<file path="config.mk">
export PLATFORM = sky130hd
export DESIGN_NAME = stage_program_sequencer
export DESIGN_NICKNAME = d
export VERILOG_FILES = /design/src/stage_seq_pkg.sv /design/src/tick_gen.sv /design/src/stage_program_sequencer.sv
export SDC_FILE = /design/constraint.sdc
export NUM_CORES = 1
export LEC_CHECK = 0
export BUFFER_PORTS_ARGS = -buffer_cell sky130_fd_sc_hd__buf_2
export CAP_MARGIN = 30
export CORE_AREA = 2 2 236 238
export CTS_CLUSTER_SIZE = 12
export DETAILED_ROUTE_END_ITERATION = 16
export DIE_AREA = 0 0 238 240
export PLACE_DENSITY = 0.43
export SYNTH_ARGS = -nofsm -noshare
export SYNTH_HDL_FRONTEND = slang
export SYNTH_HIERARCHICAL = 1
export SYNTH_SLANG_ARGS = --single-unit
export TNS_END_PERCENT = 50
</file>
<file path="constraint.sdc">
create_clock -name clk -period 5.1 [get_ports clk]
set_input_delay 0.255 -clock clk [delete_from_list [all_inputs] [get_ports clk]]
set_output_delay 0.255 -clock clk [all_outputs]
set_load 0.03 [all_outputs]
</file>
<file path="src/stage_seq_pkg.sv">
// Shared constants and carrier types of the stage program sequencer
package stage_seq_pkg;

  // Stage table shape
  localparam int STAGES       = 16;
  localparam int STAGE_IDX_W  = 4;
  localparam int FREQ_W       = 16;   // 0.01 Hz units
  localparam int TIME_W       = 16;   // 0.1 s units
  localparam int MODE_W       = 3;

  // Setting limits, in setting units
  localparam logic [FREQ_W-1:0] FREQ_MAX = 16'h9C40;  // 400.00 Hz
  localparam logic [TIME_W-1:0] TIME_MAX = 16'hEA60;  // 6000.0 s

  // Direction codes per stage
  localparam logic [1:0] DIR_STOP = 2'h0;
  localparam logic [1:0] DIR_FWD  = 2'h1;
  localparam logic [1:0] DIR_REV  = 2'h2;

  // Mode codes
  localparam logic [MODE_W-1:0] MODE_OFF = 3'h0;

  // Run timer tick: 0.1 s of a 100 MHz clock
  localparam int CLK_HZ        = 100_000_000;
  localparam int TICK_MS       = 100;
  localparam int TICK_CYCLES   = CLK_HZ / 1000 * TICK_MS;
  localparam int TICK_W        = 24;

  // Reset values
  localparam logic [STAGE_IDX_W-1:0] STAGE_RST = 4'h0;
  localparam logic [TIME_W-1:0]      TIME_RST  = 16'h0000;

  // Output carrier toward the speed reference path
  typedef struct packed {
    logic              active;
    logic [FREQ_W-1:0] freq;
    logic [1:0]        dir;
    logic              run;
  } seq_ref_t;

  // Sequencer phase
  typedef enum logic [1:0] {
    PH_IDLE,
    PH_RUN,
    PH_HOLD,
    PH_DONE
  } seq_phase_t;

endpackage : stage_seq_pkg

</file>
<file path="src/tick_gen.sv">
// Periodic tick generator for the stage run timer
`timescale 1ns/1ps
`default_nettype none
module tick_gen
  import stage_seq_pkg::*;
#(
  parameter int PERIOD = TICK_CYCLES
) (
  // Clock and reset
  input  wire logic clk,
  input  wire logic rstn,
  // Control
  input  wire logic enable,
  // Tick out
  output logic      tick
);

  typedef struct packed {
    logic [TICK_W-1:0] cnt;
    logic              tick;
  } tick_state_t;

  tick_state_t s_reg;
  tick_state_t s_next;

  // Count while enabled; holding the count keeps partial ticks across a stop
  always_comb begin
    s_next = s_reg;
    s_next.tick = 1'b0;
    if (enable) begin
      if (s_reg.cnt == TICK_W'(PERIOD - 1)) begin
        s_next.cnt = '0;
        s_next.tick = 1'b1;
      end else begin
        s_next.cnt = s_reg.cnt + 1'b1;
      end
    end
  end

  always_ff @(posedge clk) begin
    if (!rstn) begin
      s_reg <= '0;
    end else begin
      s_reg <= s_next;
    end
  end

  assign tick = s_reg.tick;

endmodule : tick_gen
`default_nettype wire

</file>
<file path="src/stage_program_sequencer.sv">
// Automatic stage program sequencer of a motor drive
// Operation
// (RULE_01) Modes 1 and 4 run the stage sequence once.
// (RULE_02) Modes 2 and 5 repeat the stage sequence continuously.
// (RULE_03) Modes 3 and 6 run once then hold last stage speed.
// (RULE_04) Modes 1 to 3 resume the unfinished stage after a stop.
// (RULE_05) Modes 4 to 6 restart at stage zero after a stop.
// (RULE_06) Mode zero disables the sequencer; normal reference is used.
// (RULE_07) Wobble or PID enabled forces the sequencer inactive.
// (RULE_08) Sequencer inactive when all stage run times are zero.
// (RULE_09) Multi-step speed inputs are ignored while sequencer is enabled.
// (RULE_10) Stage zero frequency comes from multi-speed zero setting.
// (RULE_11) Automatic operation selects primary accel and decel times.
// (RULE_12) Stages 1 to 15 hold frequency, 0.00 to 400.00 Hz.
// (RULE_13) Stages 0 to 15 hold run time, 0.0 to 6000.0 s.
// (RULE_14) Direction code: 0 stop, 1 forward, 2 reverse.
// (RULE_15) Single cycle stops output after last stage time expires.
// (RULE_16) Continuous mode wraps from last stage back to zero.
// (RULE_17) Stages advance ascending, each shown for its run time.
// (RULE_18) Stage timer counts 0.1 s ticks, cleared on stage entry.
// (RULE_19) Stop halts timer, keeping stage index and elapsed time; both are kept only when stopped while running in modes 1 to 3.
`timescale 1ns/1ps
`default_nettype none
module stage_program_sequencer
  import stage_seq_pkg::*;
#(
  parameter int N_STAGES   = STAGES,
  parameter int TICK_COUNT = TICK_CYCLES
) (
  // Clock and reset
  input  wire logic                         clk,
  input  wire logic                         rstn,
  // Settings
  input  wire logic [MODE_W-1:0]            mode,
  input  wire logic                         wobble_en,
  input  wire logic                         pid_en,
  input  wire logic [FREQ_W-1:0]            speed0_freq,
  input  wire logic [N_STAGES*FREQ_W-1:0]   stage_freq,
  input  wire logic [N_STAGES*TIME_W-1:0]   stage_time,
  input  wire logic [N_STAGES*2-1:0]        stage_dir,
  // Operation control
  input  wire logic                         run_cmd,
  // Multi-step speed selection from terminals
  input  wire logic [3:0]                   mstep_in,
  // Speed reference path
  output var  seq_ref_t                     ref_out,
  output logic [3:0]                        mstep_out,
  output logic                              use_primary_ramp,
  output logic [STAGE_IDX_W-1:0]            stage_idx,
  output logic                              cycle_done
);

  typedef struct packed {
    seq_phase_t             phase;
    logic [STAGE_IDX_W-1:0] idx;
    logic [TIME_W-1:0]      elapsed;
    logic                   run_d;
    seq_ref_t               ref_o;
    logic [3:0]             mstep;
    logic                   prim;
    logic                   done;
  } seq_state_t;

  seq_state_t s_reg;
  seq_state_t s_next;

  logic       tick;
  logic       enabled;
  logic       any_time;
  logic       mode_once;
  logic       mode_loop;
  logic       mode_hold;
  logic       mode_resume;
  logic [FREQ_W-1:0] freq_arr [N_STAGES];
  logic [TIME_W-1:0] time_arr [N_STAGES];
  logic [1:0]        dir_arr  [N_STAGES];
  logic [N_STAGES-1:0] time_nz;

  // Unpack stage tables; stage 0 frequency from multi-speed zero
  for (genvar g = 0; g < N_STAGES; g++) begin : g_stage
    if (g == 0) begin : g_s0
      assign freq_arr[g] = speed0_freq; // RULE_10
    end else begin : g_sn
      // Clamp to 400.00 Hz
      assign freq_arr[g] = (stage_freq[g*FREQ_W +: FREQ_W] > FREQ_MAX) ?
                           FREQ_MAX : stage_freq[g*FREQ_W +: FREQ_W]; // RULE_12
    end
    // Clamp to 6000.0 s
    assign time_arr[g] = (stage_time[g*TIME_W +: TIME_W] > TIME_MAX) ?
                         TIME_MAX : stage_time[g*TIME_W +: TIME_W]; // RULE_13
    assign dir_arr[g]  = stage_dir[g*2 +: 2];
    assign time_nz[g]  = (time_arr[g] != TIME_RST);
  end

  // Mode decode
  assign mode_once   = (mode == 3'h1) || (mode == 3'h4); // RULE_01
  assign mode_loop   = (mode == 3'h2) || (mode == 3'h5); // RULE_02
  assign mode_hold   = (mode == 3'h3) || (mode == 3'h6); // RULE_03
  assign mode_resume = (mode >= 3'h1) && (mode <= 3'h3); // RULE_04
  assign any_time    = |time_nz; // RULE_08
  // Wobble or PID override any mode; mode 0 or 7 is off
  assign enabled = (mode_once || mode_loop || mode_hold) && !wobble_en &&
                   !pid_en && any_time; // RULE_06 RULE_07

  // Tick only while a stage is actually running
  tick_gen #(
    .PERIOD (TICK_COUNT)
  ) u_tick (
    .clk    (clk),
    .rstn   (rstn),
    .enable (enabled && run_cmd && s_reg.phase == PH_RUN),
    .tick   (tick)
  );

  // Sequencer next state
  always_comb begin
    s_next = s_reg;
    s_next.run_d = run_cmd;
    s_next.done = 1'b0;
    // Terminal multi-step inputs masked while enabled
    s_next.mstep = enabled ? 4'h0 : mstep_in; // RULE_09
    s_next.prim = enabled; // RULE_11
    if (!enabled) begin
      // Disabled: start fresh when re-enabled
      s_next.phase = PH_IDLE; // RULE_06
      s_next.idx = STAGE_RST;
      s_next.elapsed = TIME_RST;
    end else begin
      unique case (s_reg.phase)
        PH_IDLE: begin
          if (run_cmd) begin
            s_next.phase = PH_RUN;
          end
        end
        PH_RUN: begin
          if (!run_cmd) begin
            // Timer halts; index and elapsed kept in modes 1 to 3, reset in modes 4 to 6
            s_next.phase = PH_IDLE; // RULE_19
            if (!mode_resume) begin
              s_next.idx = STAGE_RST; // RULE_05
              s_next.elapsed = TIME_RST;
            end
          end else if (s_reg.elapsed >= time_arr[s_reg.idx]) begin
            // Stage time over; next stage starts with a cleared timer
            s_next.elapsed = TIME_RST; // RULE_18
            if (s_reg.idx == STAGE_IDX_W'(N_STAGES - 1)) begin
              if (mode_loop) begin
                s_next.idx = STAGE_RST; // RULE_16
              end else if (mode_hold) begin
                s_next.phase = PH_HOLD; // RULE_03
                s_next.done = 1'b1;
              end else begin
                s_next.phase = PH_DONE; // RULE_15
                s_next.done = 1'b1;
              end
            end else begin
              s_next.idx = s_reg.idx + 1'b1; // RULE_17
            end
          end else if (tick) begin
            s_next.elapsed = s_reg.elapsed + 1'b1; // RULE_18
          end
        end
        PH_HOLD: begin
          if (!run_cmd) begin
            s_next.phase = PH_IDLE;
            s_next.idx = STAGE_RST;
            s_next.elapsed = TIME_RST;
          end
        end
        PH_DONE: begin
          // Cycle complete; a fresh run command starts a new cycle
          if (!run_cmd) begin
            s_next.phase = PH_IDLE;
            s_next.idx = STAGE_RST;
            s_next.elapsed = TIME_RST;
          end
        end
      endcase
    end
    // Reference toward the ramp path
    s_next.ref_o.active = enabled;
    s_next.ref_o.freq = freq_arr[s_next.idx];
    s_next.ref_o.dir = dir_arr[s_next.idx]; // RULE_14
    s_next.ref_o.run = enabled && run_cmd &&
                       (s_next.phase == PH_RUN || s_next.phase == PH_HOLD) &&
                       (dir_arr[s_next.idx] != DIR_STOP); // RULE_14
  end

  always_ff @(posedge clk) begin
    if (!rstn) begin
      s_reg <= '0;
    end else begin
      s_reg <= s_next;
    end
  end

  assign ref_out          = s_reg.ref_o;
  assign mstep_out        = s_reg.mstep;
  assign use_primary_ramp = s_reg.prim;
  assign stage_idx        = s_reg.idx;
  assign cycle_done       = s_reg.done;
endmodule : stage_program_sequencer
`default_nettype wire

</file>
# After elaboration in Yosys (flattened, before gate mapping)

Cells that the tools add are included.

Bits in registers: 72
Bits in latches: 0
Bits in writable memories: 0
Memory bits (read-only): 0
Input port bits: 572
Output and inout bits: 30
Logic and storage cells: 169
Memories: 0

Add/subtract/negate cells: 3
Multiply operators: 0
Divide/modulo/power cells: 0
Order comparisons: 36
Equal/unequal tests: 16
Shift operators: 0
Multiplexer cells: 58
Bitwise logic cells: 3
Reduce and logical (&&, ||, !) cells: 42

Operator list:

| cell                                                            | count |
|---|---|
| 16-bit two-way mux                                              | 37 |
| 16-bit > comparator, second input constant                      | 31 |
| 16-bit nonzero test                                             | 16 |
| 16-bit binary-select mux with 4-bit select                      | 2 |
| 22-bit two-way mux                                              | 3 |
| 20-bit one-hot mux with 2 select lines                          | 1 |
| 24-bit by 1-bit adder with 24-bit output, second input constant | 1 |
| 24-bit == test, second input constant                           | 1 |
| 24-bit two-way mux                                              | 1 |
| 20-bit two-way mux                                              | 1 |
| 16-bit by 1-bit adder with 16-bit output, second input constant | 1 |
| 16-bit greater-or-equal comparator                              | 1 |
| 16-bit OR reduction                                             | 1 |
| 5-bit greater-or-equal comparator, second input constant        | 2 |
| 2-bit two-way mux                                               | 5 |
| 4-bit NOT with 5-bit output                                     | 2 |
| 3-bit == test, second input constant                            | 3 |
| 2-bit binary-select mux with 4-bit select                       | 1 |
| 1-bit logical AND                                               | 8 |
| 4-bit two-way mux                                               | 2 |
| 2-bit == test, second input constant                            | 3 |
| 3-bit by 2-bit == test with 1-bit output, second input constant | 2 |
| 1-bit logical OR                                                | 6 |
| 6-bit two-way mux                                               | 1 |
| other kinds (19)                                                | 26 |

# Longest topological paths before layout

Word-level depth: 16
Depth in mapped cells: 25
Mapped depth without buffers: 22

# Hierarchy

Netlist, hierarchy kept.

By module, submodules not included:

| module                  | instances | cells each | area each (µm²) | seq. area each (µm²) |
|---|---|---|---|---|
| stage_program_sequencer | 1         | 1,474      | 9,962.1         | 940.9 |
| tick_gen                | 1         | 131        | 1,212.4         | 500.5 |

# Worst setup path after synthesis

Ideal clock, no wire load.

Kind: register to register
Start point: register s_reg, in the netlist stage_idx[0]
End point: register s_reg, in the netlist ref_out[17]
Library setup time: 0.128 ns
Data arrival time: 4.961 ns
Data required time: 4.972 ns
Path slack: 0.011 ns
Stages on the path, launching flop included: 20
Path buffers: 5
Clock period less this slack: 5.089 ns
Cells stage by stage: dfxtp_1 -> buf_1 -> buf_1 -> mux4_2 -> mux4_2 -> inv_1 -> ha_1 -> a21oi_1 -> o211ai_1 -> a221o_1 -> nor2_1 -> o221a_1 -> buf_2 -> clkbuf_1 -> nor2_1 -> nand3_1 -> clkbuf_1 -> a21oi_1 -> a211oi_1 -> nand4_1

Word-level cells in the longest chain between the ends: 13
Elaborated cells on any way between the ends: 19
Classes of those cells: 1 x add/sub; 1 x order compare; 1 x eq/ne; 14 x mux; 2 x bitwise

Ends and longest elaborated chain:

| element                                                   | RTL line                       | text |
|---|---|---|
| from (decl)                                               | stage_program_sequencer.sv:64  | `seq_state_t s_reg;` |
| from (signal assigned)                                    | stage_program_sequencer.sv:193 | `s_reg <= s_next;` |
| 4-bit NOT with 5-bit output (implied by the code)         | stage_program_sequencer.sv:143 | `end else if (s_reg.elapsed >= time_arr[s_reg.idx]) begin` |
| 16-bit binary-select mux with 4-bit select                | stage_program_sequencer.sv:143 |  |
| 16-bit two-way mux (implied by the code) (2 in a row)     | stage_program_sequencer.sv:143 |  |
| 16-bit greater-or-equal comparator                        | stage_program_sequencer.sv:143 |  |
| 6-bit two-way mux                                         | stage_program_sequencer.sv:143 |  |
| 22-bit two-way mux                                        | stage_program_sequencer.sv:136 | `if (!run_cmd) begin` |
| 20-bit one-hot mux with 2 select lines (*)                | stage_program_sequencer.sv:129 | `unique case (s_reg.phase)` |
| 22-bit two-way mux (*)                                    | stage_program_sequencer.sv:123 | `if (!enabled) begin` |
| 4-bit NOT with 5-bit output (implied by the code) (*)     | stage_program_sequencer.sv:182 | `s_next.ref_o.freq = freq_arr[s_next.idx];` |
| 16-bit binary-select mux with 4-bit select (*)            | stage_program_sequencer.sv:182 |  |
| 16-bit two-way mux (implied by the code) (*) (2 in a row) | stage_program_sequencer.sv:182 |  |

Mark *: on every way between the ends. The rest lies on a longest branch, timed or not. The select of a mux whose other input is x is not followed.
A chain may end at the register's enable or synchronous reset.

# Final worst setup path

Start point: input port stage_time[120]
End point: register s_reg, in the netlist ref_out[14]

Word-level cells in the longest chain between the ends: 14
Elaborated cells on any way between the ends: 17
Classes of those cells: 2 x order compare; 11 x mux; 1 x bitwise; 3 x reduce/logical

Ends and longest elaborated chain:

| element                                                   | RTL line                       | text |
|---|---|---|
| from (decl)                                               | stage_program_sequencer.sv:39  | `input wire logic [N_STAGES*TIME_W-1:0] stage_time,` |
| 16-bit > comparator                                       | stage_program_sequencer.sv:89  | `assign time_arr[g] = (stage_time[g*TIME_W +: TIME_W] > TIME_MAX) ?` |
| 16-bit two-way mux (*)                                    | stage_program_sequencer.sv:89  |  |
| 16-bit binary-select mux with 4-bit select                | stage_program_sequencer.sv:143 |  |
| 16-bit two-way mux (implied by the code) (2 in a row)     | stage_program_sequencer.sv:143 |  |
| 16-bit greater-or-equal comparator                        | stage_program_sequencer.sv:143 |  |
| 6-bit two-way mux                                         | stage_program_sequencer.sv:143 |  |
| 22-bit two-way mux                                        | stage_program_sequencer.sv:136 |  |
| 20-bit one-hot mux with 2 select lines                    | stage_program_sequencer.sv:129 |  |
| 22-bit two-way mux (*)                                    | stage_program_sequencer.sv:123 |  |
| 4-bit NOT with 5-bit output (implied by the code) (*)     | stage_program_sequencer.sv:182 |  |
| 16-bit binary-select mux with 4-bit select (*)            | stage_program_sequencer.sv:182 |  |
| 16-bit two-way mux (implied by the code) (*) (2 in a row) | stage_program_sequencer.sv:182 |  |

Marked as above.

==> flow_summary.yaml <==
die:
  core_mm2: 0.0547
  die_w_um: 238
  dieArea_mm2: 0.0571
  die_y_um: 240
  initial_core_util_pct: 20.4
  io_pins: 602
  rows: 86
setup_path:
  crit_fanout: 4
  end_kind: "flip-flop"
  cp-start-kind: "input pin"
  cpMaxStageDelayCell: "or4_4"
  arrival_ns: 5.29
  cpMostUsedCell: "buf_4"
  worstPathRequired_ns: 5.35
  criticalPathCategory: "in2reg"
  cpPeakStageDelay_ns: 0.56
yosys:
  synth_nets: 2196
  synth_edf_count: 0
  synth_seq_area_share_pct: 12.9
  ys_warn_count: 6
  ys_ff_latch: 72
  synth.top_cells.by_area: "dfxtp_1, nand3_1, a21oi_1"
  post-synth-top-area-cell: "dfxtp_1"
  syn_area_mm2: 0.0112
  syn_area_per_cell_um2: 6.96
  ys.flop_type: "dfxtp_1"
  synth.distinct_cells: 93
  synthArstFlopShare_pct: 0
  synth_top_area_share_pct: 12.9
  syn_inst: 1605
sta:
  setup_viol: 0
  worst_hold_slack_ns: 0.134
  worst_pin_slew_ns: 1.05
  final_max_slew_viol_count: 0
  hold_violations: 0
  fin_worst_skew_ns: 0.0169
  timing.slew.headroom_pct: 29.8
  fmax_mhz: 198
  rsz0062_at_grt: "yes"
  finalCritPeriodShare_pct: 99.0
  fin_crit_ns: 5.05
power:
  switching_share_pct: 39.2
  combPwrFrac_pct: 47.0
  seq_power_share_pct: 25.3
  vdd_drop_max_mv: 0.156
  p_int_uw: 1390
  p_per_area_mw_per_mm2: 117
  clockPowerShare_pct: 27.7
  p_sw_uw: 900
  p_leak_uw: 0.00859
global_routing:
  gr-total-overflow: 0
  grt_pass1_wl_mm: 127
  grt_max_degree: 34
  antenna_found_initial: 14
  track_usage_pct: 30.6
  grt_pass1_vias: 18000
routing:
  viasPerCell: 5.68
  first_pass_iters: 6
  ant_nets: 0
  drt_wl_total_mm: 93.5
  drc: 0
  vias: 18800
  drt_iter0_drc: 1826
  wire_per_inst_um: 28.2
clocking:
  cts_sinks: 72
  cts_buffers: 9
  cts_root_buf: "clkbuf_16"
  clockBufferDepth: 2
  cts_tree: "built"
  worstSkewPairLatency_ns: 0.36
  htreeDepth: 3
  clkSlewWorstSetupHoldPaths_ns: 0.07
placed_design:
  portBuffers: 585
  hpwl_mm: 81.5
  gp_congestion: 1.02
  placed_area_mm2: 0.0182
finish:
  drive_above_1_share_pct: 49.5
  fin_nets: 3190
  final_area_mm2: 0.0196
  largest_reg_flops: 24
  post-route-util_pct: 35.9
  area_growth_syn_to_layout_pct: 75.6
flow_run:
  cap_viol_max_count: 0
run_status:
  outcome: "complete, no violations"
worst_hold_path:
  hold_path_class: "in2reg"
-- worst max-delay path, delay by kind of cell --
kind	cells	cell delay, ns
buf+inv	7	1.03
compound gates	9	1.57
fa+ha+maj	1	0.28
simple gates	10	2.17
-- layer usage --
metal / share of wire (%) / GRT usage (%) / vias up
li1: - / - / 8408
met1: 43 / 41.1 / 9137
met2: 45 / 50.0 / 1076
met3: 6.9 / 3.88 / 194
met4: 4.5 / 11.8 / 10
met5: 0.062 / 0 / -
-- cell usage in the layout (no fill, tap or decap), types with 14 or more instances in the layout --
cell / n
a21oi_1: 110
a221oi_1: 53
a22o_1: 15
a22oi_1: 20
a31oi_1: 15
and2_1: 22
and3_1: 16
buf_12: 18
buf_2: 584
buf_4: 473
buf_6: 19
dfxtp_1: 69
ha_1: 16
inv_1: 42
mux4_2: 18
nand2_1: 151
nand3_1: 130
nand3b_1: 36
nand4_1: 33
nor2_1: 80
nor3_1: 51
nor4_1: 45
o21ai_0: 64
o21ai_1: 15
o22ai_1: 14
o31ai_1: 38
or3_1: 33
or4_1: 28
xor2_1: 15
-- metrics by stage --
stage                     cells  total power (µW)  setup TNS [ns]  setup WS, ns
after floorplan            1605               873               0        0.0114
after global placement     3254              1610          -18.67        -0.959
after detailed placement   3255              1600          -19.75         -1.02
after CTS                  3273              2260               0      0.000133
after global routing       3313              2370          -0.404       -0.0649
final                      3315              2290               0        0.0533
-- final timing paths --
| check | start | to | slack (ns) | cells after the start |
|---|---|---|---|---|
| min reg2reg | u_tick/s_reg[24]$_SDFFE_PN0P_ | u_tick/s_reg[24]$_SDFFE_PN0P_ | 0.48 | 2 |
| min | mstep_in[1] | mstep_out[1]$_SDFF_PP0_ | 0.13 | 2 |
| max | stage_time[120] | ref_out[14]$_SDFF_PN0_ | 0.05 | 27 |
| max reg2reg | stage_idx[0]$_SDFF_PN0_ | ref_out[12]$_SDFF_PN0_ | 0.11 | 17 |
-- logic make-up after synthesis --
family / share of synthesized area, %
buf+inv: 7.02
mux: 4.75
simple gates: 35.8
flops: 12.9
fa+ha+maj: 2.13
compound gates: 35.9
xor+xnor: 1.57
-- area by class of cell --
| cell class | count | area (µm²) |
|---|---|---|
| Fill cell | 5950 | 35000 |
| Multi-Input combinational cell | 1370 | 9660 |
| Timing Repair Buffer | 1099 | 7150 |
| Sequential cell | 72 | 1450 |
| Tap cell | 704 | 881 |
| Clock buffer | 11 | 243 |
| Inverter | 47 | 176 |
| Clock inverter | 5 | 38.8 |
| Antenna cell | 7 | 17.5 |
-- repair_timing --
action	4_1_cts	5_1_grt
gates cloned	0	5
setup buffers	2	35
hold buffers	0	0
gates resized for setup	45	131
setup endpoints to repair	33	35
pin swaps	17	62
-- cells in the mapped netlist, drive strengths merged, types with 14 or more instances --
master,n
clkbuf,55
a21oi,124
a211oi,19
o311ai,15
or4,34
a22o,15
nand3b,36
nand3,133
a22oi,20
nand2,157
and3,18
nor2,93
mux4,18
a31oi,19
nand4,35
xor2,15
o221ai,14
nor3,57
o21ai,85
nor4,52
dfxtp,72
a221oi,67
and2,26
ha,19
inv,46
or3,38
o31ai,41
o22ai,17
buf,62
-- power groups by stage --
stage                     registers [µW]  logic (µW)  clock network (µW)
after floorplan                      588         286                   0
after global placement               593        1020                   0
after detailed placement             592        1010                   0
after CTS                            579        1020                 655
after global routing                 580        1120                 671
final                                580        1080                 636
Power figures use the tool's default switching activity.
